--- src/hdl/lbp_pkg.sv ---
package lbp_pkg;

  // Register bus widths
  localparam int AW = 8;
  localparam int DW = 8;

  // Register offsets
  localparam logic [AW-1:0] OFS_AMP  = 8'h18;
  localparam logic [AW-1:0] OFS_BIAS = 8'h19;
  localparam logic [AW-1:0] OFS_BW   = 8'h1a;
  localparam logic [AW-1:0] OFS_CAL  = 8'h1b;
  localparam logic [AW-1:0] OFS_STAT = 8'h3f;

  // Reset values
  localparam logic [DW-1:0] RST_AMP  = 8'he1;
  localparam logic [DW-1:0] RST_BIAS = 8'h65;
  localparam logic [DW-1:0] RST_BW   = 8'h86;
  localparam logic [DW-1:0] RST_CAL  = 8'h05;

  // Field positions (low bit of each field)
  localparam int F_PRE   = 6;
  localparam int F_RX    = 3;
  localparam int F_TX    = 0;
  localparam int F_START = 7;
  localparam int F_DUAL  = 6;
  localparam int F_WAIT  = 4;
  localparam int F_RSV   = 3;
  localparam int F_ITER  = 0;
  localparam int F_BUSY  = 0;

  // Calibration durations in reference clock periods
  localparam int CAL_WAIT0 = 90000;
  localparam int CAL_WAIT1 = 110000;
  localparam int CAL_WAIT2 = 130000;
  localparam int CAL_WAIT3 = 200000;
  localparam int CAL_CW    = 18;

  // Calibration sequencer states
  typedef enum logic [0:0] {
    LBP_IDLE = 1'b0,
    LBP_RUN  = 1'b1
  } lbp_state_e;

  // Decoded LO and prescaler settings
  typedef struct packed {
    logic [4:0] pre_swing_12th;
    logic [6:0] rx_swing_th;
    logic [6:0] tx_swing_th;
    logic [4:0] pre_bias_30th;
    logic [6:0] rx_bias_th;
    logic [6:0] tx_bias_th;
  } lbp_lo_s;

endpackage

--- src/hdl/lbp_regs.sv ---
// Our own choice: strobed register access.
`timescale 1ns/1ps
// Behaviour
// - Prescaler amplitude codes 0..3 give 2/3, 1/2, 4/3, 1 of nominal swing
// - Receive LO buffer amplitude code 0 smallest load, 7 largest, monotonic
// - Transmit LO buffer amplitude code 0 smallest load, 7 largest
// - Prescaler bias codes 0..3 give 1, 2/3, 1/2, 2/5 of nominal current
// - Receive LO buffer bias code 0 minimum current, 7 maximum
// - Transmit LO buffer bias code 0 minimum current, 7 maximum
// - Eight-bit charge-pump scaling factor held, resets to 134
// - Writing start bit 0 then 1 while idle launches calibration; steady value does nothing
// - Dual-store set: results go to both slots A and B
// - Dual-store clear: results go only to slot picked by slot select
// - Wait codes 0..3 give 90000, 110000, 130000, 200000 reference periods
// - DAC start value is iteration code plus one; default code 5
module lbp_regs #(
  parameter int WAIT0 = lbp_pkg::CAL_WAIT0,
  parameter int WAIT1 = lbp_pkg::CAL_WAIT1,
  parameter int WAIT2 = lbp_pkg::CAL_WAIT2,
  parameter int WAIT3 = lbp_pkg::CAL_WAIT3
) (
  input  wire logic                   ref_clk,
  input  wire logic                   rst_b,
  input  wire logic [lbp_pkg::AW-1:0] addr,
  input  wire logic [lbp_pkg::DW-1:0] wdata,
  input  wire logic                   wr,
  input  wire logic                   rd,
  input  wire logic                   slot_sel,
  output logic      [lbp_pkg::DW-1:0] rdata,
  output lbp_pkg::lbp_lo_s            lo_cfg,
  output logic      [lbp_pkg::DW-1:0] loop_bandwidth_scale,
  output logic                        cal_busy,
  output logic      [3:0]             dac_start,
  output logic                        store_a,
  output logic                        store_b
);

  localparam int CW = lbp_pkg::CAL_CW;

  // Counter must hold every wait count; busy must last two cycles at least
  if (WAIT0 < 2 || WAIT1 < 2 || WAIT2 < 2 || WAIT3 < 2 ||
      WAIT0 >= 2**CW || WAIT1 >= 2**CW || WAIT2 >= 2**CW || WAIT3 >= 2**CW) begin : g_chk
    $error("Calibration wait count out of range");
  end

  // Reset release synchroniser
  logic rst_meta_r;
  logic rst_n;

  always_ff @(posedge ref_clk or negedge rst_b) begin
    if (!rst_b) begin
      rst_meta_r <= 1'b0;
      rst_n      <= 1'b0;
    end else begin
      rst_meta_r <= 1'b1;
      rst_n      <= rst_meta_r;
    end
  end

  // Register storage
  logic [lbp_pkg::DW-1:0] amp_r;
  logic [lbp_pkg::DW-1:0] bias_r;
  logic [lbp_pkg::DW-1:0] bw_r;
  logic [lbp_pkg::DW-1:0] cal_r;
  logic [lbp_pkg::DW-1:0] cal_nxt;

  // Address decode
  wire sel_amp  = addr == lbp_pkg::OFS_AMP;
  wire sel_bias = addr == lbp_pkg::OFS_BIAS;
  wire sel_bw   = addr == lbp_pkg::OFS_BW;
  wire sel_cal  = addr == lbp_pkg::OFS_CAL;
  wire sel_stat = addr == lbp_pkg::OFS_STAT;

  wire wr_amp  = wr && sel_amp;
  wire wr_bias = wr && sel_bias;
  wire wr_bw   = wr && sel_bw;
  wire wr_cal  = wr && sel_cal;

  // Reserved bit is not stored
  assign cal_nxt = wdata & ~(8'h01 << lbp_pkg::F_RSV);

  // Field views
  wire [1:0] pre_amp  = amp_r[lbp_pkg::F_PRE+:2];
  wire [2:0] rx_amp   = amp_r[lbp_pkg::F_RX+:3];
  wire [2:0] tx_amp   = amp_r[lbp_pkg::F_TX+:3];
  wire [1:0] pre_bias = bias_r[lbp_pkg::F_PRE+:2];
  wire [2:0] rx_bias  = bias_r[lbp_pkg::F_RX+:3];
  wire [2:0] tx_bias  = bias_r[lbp_pkg::F_TX+:3];
  wire       dual     = cal_r[lbp_pkg::F_DUAL];

  // Software register writes
  always_ff @(posedge ref_clk or negedge rst_n) begin
    if (!rst_n) begin
      amp_r  <= lbp_pkg::RST_AMP;
      bias_r <= lbp_pkg::RST_BIAS;
      bw_r   <= lbp_pkg::RST_BW;
      cal_r  <= lbp_pkg::RST_CAL;
    end else begin
      if (wr_amp)  amp_r  <= wdata;
      if (wr_bias) bias_r <= wdata;
      if (wr_bw)   bw_r   <= wdata;
      if (wr_cal)  cal_r  <= cal_nxt;
    end
  end

  // Prescaler swing in twelfths of nominal
  logic [4:0] pre_swing_nxt;
  always_comb begin
    case (pre_amp)
      2'h0:    pre_swing_nxt = 5'h08;
      2'h1:    pre_swing_nxt = 5'h06;
      2'h2:    pre_swing_nxt = 5'h10;
      default: pre_swing_nxt = 5'h0c;
    endcase
  end

  // Prescaler current in thirtieths of nominal
  logic [4:0] pre_bias_nxt;
  always_comb begin
    case (pre_bias)
      2'h0:    pre_bias_nxt = 5'h1e;
      2'h1:    pre_bias_nxt = 5'h14;
      2'h2:    pre_bias_nxt = 5'h0f;
      default: pre_bias_nxt = 5'h0c;
    endcase
  end

  // Thermometer steps: more code, more load or current
  function automatic logic [6:0] thermo(input logic [2:0] code);
    thermo = ~(7'h7f << code);
  endfunction

  lbp_pkg::lbp_lo_s lo_nxt;
  // One driver for the whole decoded word, fields in struct order
  assign lo_nxt = {pre_swing_nxt,
                   thermo(rx_amp),
                   thermo(tx_amp),
                   pre_bias_nxt,
                   thermo(rx_bias),
                   thermo(tx_bias)};

  always_ff @(posedge ref_clk or negedge rst_n) begin
    if (!rst_n) lo_cfg <= '0;
    else        lo_cfg <= lo_nxt;
  end

  assign loop_bandwidth_scale = bw_r;

  // Start only on a written 0-to-1 change of the start bit
  wire start_pulse = wr_cal && wdata[lbp_pkg::F_START] && !cal_r[lbp_pkg::F_START];

  // Wait count of the selected code
  logic [CW-1:0] tgt_nxt;
  always_comb begin
    case (wdata[lbp_pkg::F_WAIT+:2])
      2'h0:    tgt_nxt = CW'(WAIT0);
      2'h1:    tgt_nxt = CW'(WAIT1);
      2'h2:    tgt_nxt = CW'(WAIT2);
      default: tgt_nxt = CW'(WAIT3);
    endcase
  end

  // Calibration sequencer
  lbp_pkg::lbp_state_e st_r;
  logic [CW-1:0]       cnt_r;
  logic [CW-1:0]       tgt_r;
  wire                 last = cnt_r == tgt_r - CW'(1);
  wire                 done = st_r == lbp_pkg::LBP_RUN && last;

  always_ff @(posedge ref_clk or negedge rst_n) begin
    if (!rst_n) begin
      st_r      <= lbp_pkg::LBP_IDLE;
      cnt_r     <= '0;
      tgt_r     <= CW'(WAIT0);
      dac_start <= {1'b0, lbp_pkg::RST_CAL[lbp_pkg::F_ITER+:3]} + 4'h1;
      store_a   <= 1'b0;
      store_b   <= 1'b0;
    end else begin
      store_a <= 1'b0;
      store_b <= 1'b0;
      case (st_r)
        lbp_pkg::LBP_IDLE: begin
          if (start_pulse) begin
            st_r      <= lbp_pkg::LBP_RUN;
            cnt_r     <= '0;
            tgt_r     <= tgt_nxt;
            dac_start <= {1'b0, wdata[lbp_pkg::F_ITER+:3]} + 4'h1;
          end
        end
        lbp_pkg::LBP_RUN: begin
          cnt_r <= cnt_r + CW'(1);
          if (last) begin
            st_r    <= lbp_pkg::LBP_IDLE;
            store_a <= dual || !slot_sel;
            store_b <= dual || slot_sel;
          end
        end
        default: st_r <= lbp_pkg::LBP_IDLE;
      endcase
    end
  end

  // Busy flag from a flop
  always_ff @(posedge ref_clk or negedge rst_n) begin
    if (!rst_n) cal_busy <= 1'b0;
    else if (start_pulse && st_r == lbp_pkg::LBP_IDLE) cal_busy <= 1'b1;
    else if (done) cal_busy <= 1'b0;
  end

  // Read mux; unmapped addresses read zero
  logic [lbp_pkg::DW-1:0] rd_mux;
  always_comb begin
    rd_mux = '0;
    if (sel_amp)  rd_mux = amp_r;
    if (sel_bias) rd_mux = bias_r;
    if (sel_bw)   rd_mux = bw_r;
    if (sel_cal)  rd_mux = cal_r;
    if (sel_stat) rd_mux[lbp_pkg::F_BUSY] = cal_busy;
  end

  // Read data stands for one cycle only
  always_ff @(posedge ref_clk or negedge rst_n) begin
    if (!rst_n)  rdata <= '0;
    else if (rd) rdata <= rd_mux;
    else         rdata <= '0;
  end

  // Checks on decoded settings, register writes and calibration
  chk_pre_amp: assert property (@(posedge ref_clk) disable iff (!rst_n)
    pre_amp == 2'h2 |=> lo_cfg.pre_swing_12th == 5'h10)
    else $error("Prescaler swing code 2 not 4/3");

  chk_rx_amp: assert property (@(posedge ref_clk) disable iff (!rst_n)
    rx_amp == 3'h7 |=> lo_cfg.rx_swing_th == 7'h7f)
    else $error("Rx swing code 7 not largest");

  chk_tx_amp: assert property (@(posedge ref_clk) disable iff (!rst_n)
    tx_amp == 3'h0 |=> lo_cfg.tx_swing_th == 7'h00)
    else $error("Tx swing code 0 not smallest");

  chk_pre_bias: assert property (@(posedge ref_clk) disable iff (!rst_n)
    pre_bias == 2'h3 |=> lo_cfg.pre_bias_30th == 5'h0c)
    else $error("Prescaler current code 3 not 2/5");

  chk_rx_bias_mono: assert property (@(posedge ref_clk) disable iff (!rst_n)
    $past(rx_bias) < rx_bias |=> $past(lo_cfg.rx_bias_th) < lo_cfg.rx_bias_th)
    else $error("Rx bias not monotonic");

  chk_tx_bias: assert property (@(posedge ref_clk) disable iff (!rst_n)
    tx_bias == 3'h4 |=> lo_cfg.tx_bias_th == 7'h0f)
    else $error("Tx bias code 4 wrong");

  chk_bw_write: assert property (@(posedge ref_clk) disable iff (!rst_n)
    wr_bw |=> loop_bandwidth_scale == $past(wdata))
    else $error("Bandwidth scale write lost");

  chk_start_edge: assert property (@(posedge ref_clk) disable iff (!rst_n)
    !cal_busy && !start_pulse |=> !cal_busy)
    else $error("Calibration began without a start edge");

  chk_start_go: assert property (@(posedge ref_clk) disable iff (!rst_n)
    start_pulse && !cal_busy |=> cal_busy [*2])
    else $error("Start edge did not launch calibration");

  chk_dual_store: assert property (@(posedge ref_clk) disable iff (!rst_n)
    done && dual |=> store_a && store_b)
    else $error("Dual store missed a slot");

  chk_single_store: assert property (@(posedge ref_clk) disable iff (!rst_n)
    done && !dual |=> store_a == !$past(slot_sel) && store_b == $past(slot_sel))
    else $error("Single store hit wrong slot");

  chk_wait_load: assert property (@(posedge ref_clk) disable iff (!rst_n)
    start_pulse && !cal_busy && wdata[lbp_pkg::F_WAIT+:2] == 2'h3 |=> tgt_r == CW'(WAIT3))
    else $error("Wait code 3 count wrong");

  chk_dac_start: assert property (@(posedge ref_clk) disable iff (!rst_n)
    start_pulse && !cal_busy |=> dac_start == {1'b0, $past(wdata[2:0])} + 4'h1)
    else $error("DAC start value not code plus one");

  chk_no_early: assert property (@(posedge ref_clk) disable iff (!rst_n)
    (store_a || store_b) |-> $past(cnt_r) == tgt_r - CW'(1))
    else $error("Results stored before wait elapsed");

  // Busy length counted apart from the sequencer counter
  logic [CW-1:0] busy_len_r;
  always_ff @(posedge ref_clk or negedge rst_n) begin
    if (!rst_n)        busy_len_r <= '0;
    else if (cal_busy) busy_len_r <= busy_len_r + CW'(1);
    else               busy_len_r <= '0;
  end

  chk_busy_len: assert property (@(posedge ref_clk) disable iff (!rst_n)
    (store_a || store_b) |-> busy_len_r == tgt_r)
    else $error("Calibration length differs from wait count");

  chk_busy_ignore: assert property (@(posedge ref_clk) disable iff (!rst_n)
    start_pulse && cal_busy |=> dac_start == $past(dac_start))
    else $error("Start edge during calibration was not ignored");

  chk_stat_read: assert property (@(posedge ref_clk) disable iff (!rst_n)
    rd && sel_stat |=> rdata == {7'h00, $past(cal_busy)})
    else $error("Status read does not show busy");

endmodule // lbp_regs

--- config.mk ---
export PLATFORM = sky130hd
export DESIGN_NAME = lbp_regs
export DESIGN_NICKNAME = d
export VERILOG_FILES = /design/src/hdl/lbp_pkg.sv /design/src/hdl/lbp_regs.sv
export SDC_FILE = /design/constraint.sdc
export NUM_CORES = 1
export LEC_CHECK = 0
export BUFFER_PORTS_ARGS = -buffer_cell sky130_fd_sc_hd__buf_2
export CAP_MARGIN = 20
export CELL_PAD_IN_SITES_DETAIL_PLACEMENT = 0
export CELL_PAD_IN_SITES_GLOBAL_PLACEMENT = 1
export CORE_MARGIN = 1.5
export CORE_UTILIZATION = 44
export DETAILED_ROUTE_END_ITERATION = 12
export GPL_TIMING_DRIVEN = 0
export PLACE_DENSITY = 0.76
export SYNTH_ARGS = -nofsm -noshare
export SYNTH_HDL_FRONTEND = slang
export SYNTH_SLANG_ARGS = --single-unit
export TNS_END_PERCENT = 1
--- constraint.sdc ---
create_clock -name ref_clk -period 4.77 [get_ports ref_clk]
set_input_delay 0.954 -clock ref_clk [delete_from_list [all_inputs] [get_ports ref_clk]]
set_output_delay 0.954 -clock ref_clk [all_outputs]
set_load 0.01 [all_outputs]
== Word-level counts from Yosys, hierarchy flattened ==
Index checks and enable logic that the tools add are counted.
Widths: inputs -> output; s select.

* Logic and storage cells: 82
* Input port bits: 21
* Bits in registers: 123

* Multiplexer cells: 20
* Add/subtract/negate cells: 3
* Bitwise logic cells: 5
* Reductions and logical operators: 17
* Shifts and indexed selects: 4
* Equal/unequal tests: 13

{| class="wikitable"
|+ Operator list
! operator !! count
|-
| $pmux 18 s3 || 1
|-
| $mux 8 || 5
|-
| $pmux 18 s2 || 1
|-
| $eq 8x5->1 const B || 4
|-
| $pmux 5 s3 || 2
|-
| $not 7->7 || 4
|-
| $shl 7x3->7 const A || 4
|-
| $add 18x1->18 const B || 1
|-
| $eq 18x18->1 || 1
|-
| $mux 18 || 1
|-
| $sub 18x1->18 const B || 1
|-
| $mux 1 || 9
|-
| $eq 8x6->1 const B || 1
|-
| $logic_and 1x1->1 || 8
|-
| $eq 2x1->1 const B || 3
|-
| $eq 2x2->1 const B || 3
|-
| $logic_not 2->1 || 3
|-
| $add 3x1->4 const B || 1
|-
| $logic_not 1->1 || 2
|-
| $logic_or 1x1->1 || 2
|-
| $ne 2x2->1 const B || 1
|-
| $pmux 1 s2 || 1
|-
| $reduce_and 2->1 || 1
|-
| $reduce_bool 2->1 || 1
|-
| $not 1->1 || 1
|}

== Depth between registers and ports, before layout ==
* Depth after elaboration: 7
* Gate-level depth with buffers: 8
* Mapped depth without buffers: 7

== Least setup slack after synthesis ==
No wires, ideal clock.

* Path kind: input port to flip-flop
* From: in addr[6] (netlist bit)
* To: reg cnt_r[13]
* Required time: 4640 ps
* Slack: 2394 ps
* Library setup time: 130 ps
* Path buffers: 0
* Arrival: 2246 ps
* Stages on the path: 5
* Cells stage by stage: and4bb_2 nand3_1 or4_2 nand3_1 o21ai_0

* Longest elaborated chain between the ends: 5

{| class="wikitable"
|+ Ends and longest elaborated chain
! item !! line !! text
|-
| start: declaration || lbp_regs.sv:24 || <nowiki>input wire logic [lbp_pkg::AW-1:0] addr,</nowiki>
|-
| $eq 8x5->1 || lbp_regs.sv:71 || <nowiki>wire sel_cal = addr == lbp_pkg::OFS_CAL;</nowiki>
|-
| $logic_and 1x1->1 || lbp_regs.sv:77 || <nowiki>wire wr_cal = wr && sel_cal;</nowiki>
|-
| $logic_and 1x1->1 (2 in a row) || lbp_regs.sv:150 || <nowiki>wire start_pulse = wr_cal && wdata[lbp_pkg::F_START] && !cal_r[lbp_pkg::F_START];</nowiki>
|-
| $ne 2x2->1 (no line) || - ||
|-
| end signal: assignment || lbp_regs.sv:191 || <nowiki>cnt_r <= cnt_r + CW'(1);</nowiki>
|-
| end: declaration || lbp_regs.sv:165 || <nowiki>logic [CW-1:0] cnt_r;</nowiki>
|}

No other way between the ends.
A chain may end at the register's enable or synchronous reset.

== Worst setup path in the final report ==
Ends and elaborated chain as after synthesis.

==> flow_summary.ini <==
[yosys]
seq_area_frac_synth = 0.604
synth_edf_count = 0
synth_seq_cells = 111
avgSynthCellArea_sq_um = 11.8
yosys.cell_types.count = 41
synth_cells = 392
yosys_warnings = 0
netlist_area_sq_um = 4640
ys.flop_type = dfrtp_1
async_flop_share = 1.00

[die]
ioPinCount = 82
die_h_microns = 106
die_x_microns = 106
start_util = 0.451
core_sq_um = 10300
die_area_sq_um = 11200
num_rows = 37

[pwr]
p_comb_frac = 0.142
internal-power_mw = 1.37
p_per_area_nw_per_um2 = 362
p_clk_frac = 0.289
p_sw_mw = 0.595
swShare = 0.303
seqPwrFrac = 0.568
leakage_nw = 2.72
ir_drop_v = 0.000227

[clock_tree]
cts_setup_buffers = 0
clk_latency_ps = 370
cts.repair.resized = 0
path_clk_slew_ps = 110
ctsHoldBuffers = 0
clockRootBuffer = clkbuf_8
cts_tree = done
clk_path_buf_depth = 2
cts_buffers = 9
clock_sinks = 111
h-tree-depth = 3

[grt]
grt-ovfl-total = 0
first_global_vias = 3243
grt_max_degree = 70
grt_pass1_wl_mm = 15.9
grtUsageTotal = 0.180
antenna_found_initial = 0

[timing]
slew_headroom = 0.498
setup_viol = 0
fin_crit_sh = 0.486
min_period_ps = 2320
drv_slew = 0
finClkSkew_ps = 12.8
final.setup.tns_ps = 0
rsz0062_at_grt = no
clock.fmax_ghz = 0.432
finalHoldViolCount = 0
tightestPinTransition_ps = 749

[worst_setup_path]
rr_startpoint = tgt_r[7]
critPathKind = input pin to register
cp-start-kind = input pin
critPathRequiredTime_ps = 5020
ff2ff_path_depth = 7
worstReg2RegEnd = cal_busy
worstPathArrival_ps = 2570
reg2reg_slack_ps = 2510
path_max_fanout = 7
end_kind = register

[routing]
drc = 0
routed_wl_mm = 9.37
vias_per_cell = 5.10
vias = 3183
dr.pass1.iters = 4
ant_nets = 0
drtIter0Drc = 123
routedWlPerCell_microns = 15.0

[finish]
num_antenna_cells = 0
layout_commonest_cell = dfrtp_1
stdcell_area_sq_um = 5440
area_delta_synth_final_pct = 17.3
final_cell_mix = dfrtp_1, buf_2, nand2_1
num-nets-final = 515
drive_gt1_frac = 0.346

[placed_design]
place_congestion = 0.817
placed_area_sq_um = 5230
detailed_place_hpwl_mm = 6.76
port_buffers = 78

[run_status]
outcome = finished clean

[job]
max-cap-violations = 0

[min_path]
hp-class = register to asynchronous set/reset pin
## power groups by stage
stage | clock [mW] | combinational (mW) | sequential (mW)
6_report | 0.569 | 0.280 | 1.12
3_3_place_gp | 0 | 0.260 | 1.14
4_1_cts | 0.585 | 0.284 | 1.12
5_1_grt | 0.631 | 0.318 | 1.13
2_1_floorplan | 0 | 0.185 | 1.13
3_5_place_dp | 0 | 0.282 | 1.14
## worst max path at each step
stage | to | startpoint | slack [ps] | depth (start not counted)
2_1_floorplan | amp_r[1] | rst_n | 1480 | 0
3_3_place_gp | lo_cfg[26] | rst_n | 310 | 0
3_5_place_dp | cnt_r[13] | addr[6] | 2050 | 6
4_1_cts | cal_busy | tgt_r[7] | 2430 | 7
5_1_grt | store_a | tgt_r[7] | 2280 | 7
6_report | cnt_r[13] | addr[6] | 2450 | 6
## metal layers
| metal | vias up | share of wire | GRT usage |
|---|---|---|---|
| met5 | - | 0 | 0 |
| met4 | 0 | 0.0088 | 0.0415 |
| met3 | 8 | 0.056 | 0.0501 |
| met2 | 76 | 0.46 | 0.285 |
| met1 | 1553 | 0.48 | 0.248 |
| li1 | 1546 | - | - |
## sequential cells by signal, summed over array words and instances (netlist names), 4 cells and up
register and cells:
amp_r 8, cnt_r 18, lo_cfg 37, bias_r 8, cal_r 7, tgt_r 7
loop_bandwidth_scale 8, dac_start 4, rdata 8
## cells by family (layout without fill, tap and decap cells)
| kind of cell | Yosys count | in the layout | share of synthesized area |
|---|---|---|---|
| fa+ha+maj | 11 | 11 | 0.0297 |
| other cells | 2 | 3 | 0.00162 |
| simple gates | 141 | 141 | 0.153 |
| mux | 35 | 35 | 0.0837 |
| buf+inv | 24 | 119 | 0.0286 |
| flops | 111 | 111 | 0.604 |
| xor+xnor | 11 | 11 | 0.0208 |
| compound gates | 57 | 57 | 0.0788 |
## synth_stat cells (7+ instances only)
library cell / number / area share
dfrtp_1: 93 / 0.50
dfstp_2: 18 / 0.10
ha_1: 11 / 0.030
inv_1: 10 / 0.0081
mux2_2: 30 / 0.073
nand2_1: 41 / 0.033
nand3_1: 19 / 0.021
nand4_1: 7 / 0.0094
nor2_1: 26 / 0.021
nor3_1: 12 / 0.013
o21ai_0: 24 / 0.026
o22ai_1: 7 / 0.0094
## critical path, cell delays in order
cell and delay (ps):
buf_2 90, and4bb_2 350, nand3_1 240, or4_2 740
nand3_1 120, o21ai_0 70
## area by class of cell
class | count | area, sq um
clock buffer | 9 | 124
tap | 136 | 170
buffer | 14 | 95.1
clock inverter | 7 | 81.3
multi-input combinational | 258 | 1710
timing repair buffer | 79 | 418
sequential | 111 | 2800
fill | 960 | 4840
inverter | 10 | 37.5
## metrics by stage
stage	instances	setup WS (ps)	hold slack (ps)	utilization	power, mW
2_1_floorplan	393	1480	331	-	1.32
3_3_place_gp	607	307	338	0.506	1.40
3_5_place_dp	608	2050	331	0.509	1.42
4_1_cts	624	2430	337	0.529	1.99
5_1_grt	624	2280	340	0.529	2.08
6_report	624	2450	316	0.529	1.97
Power figures use the tool's default switching activity.
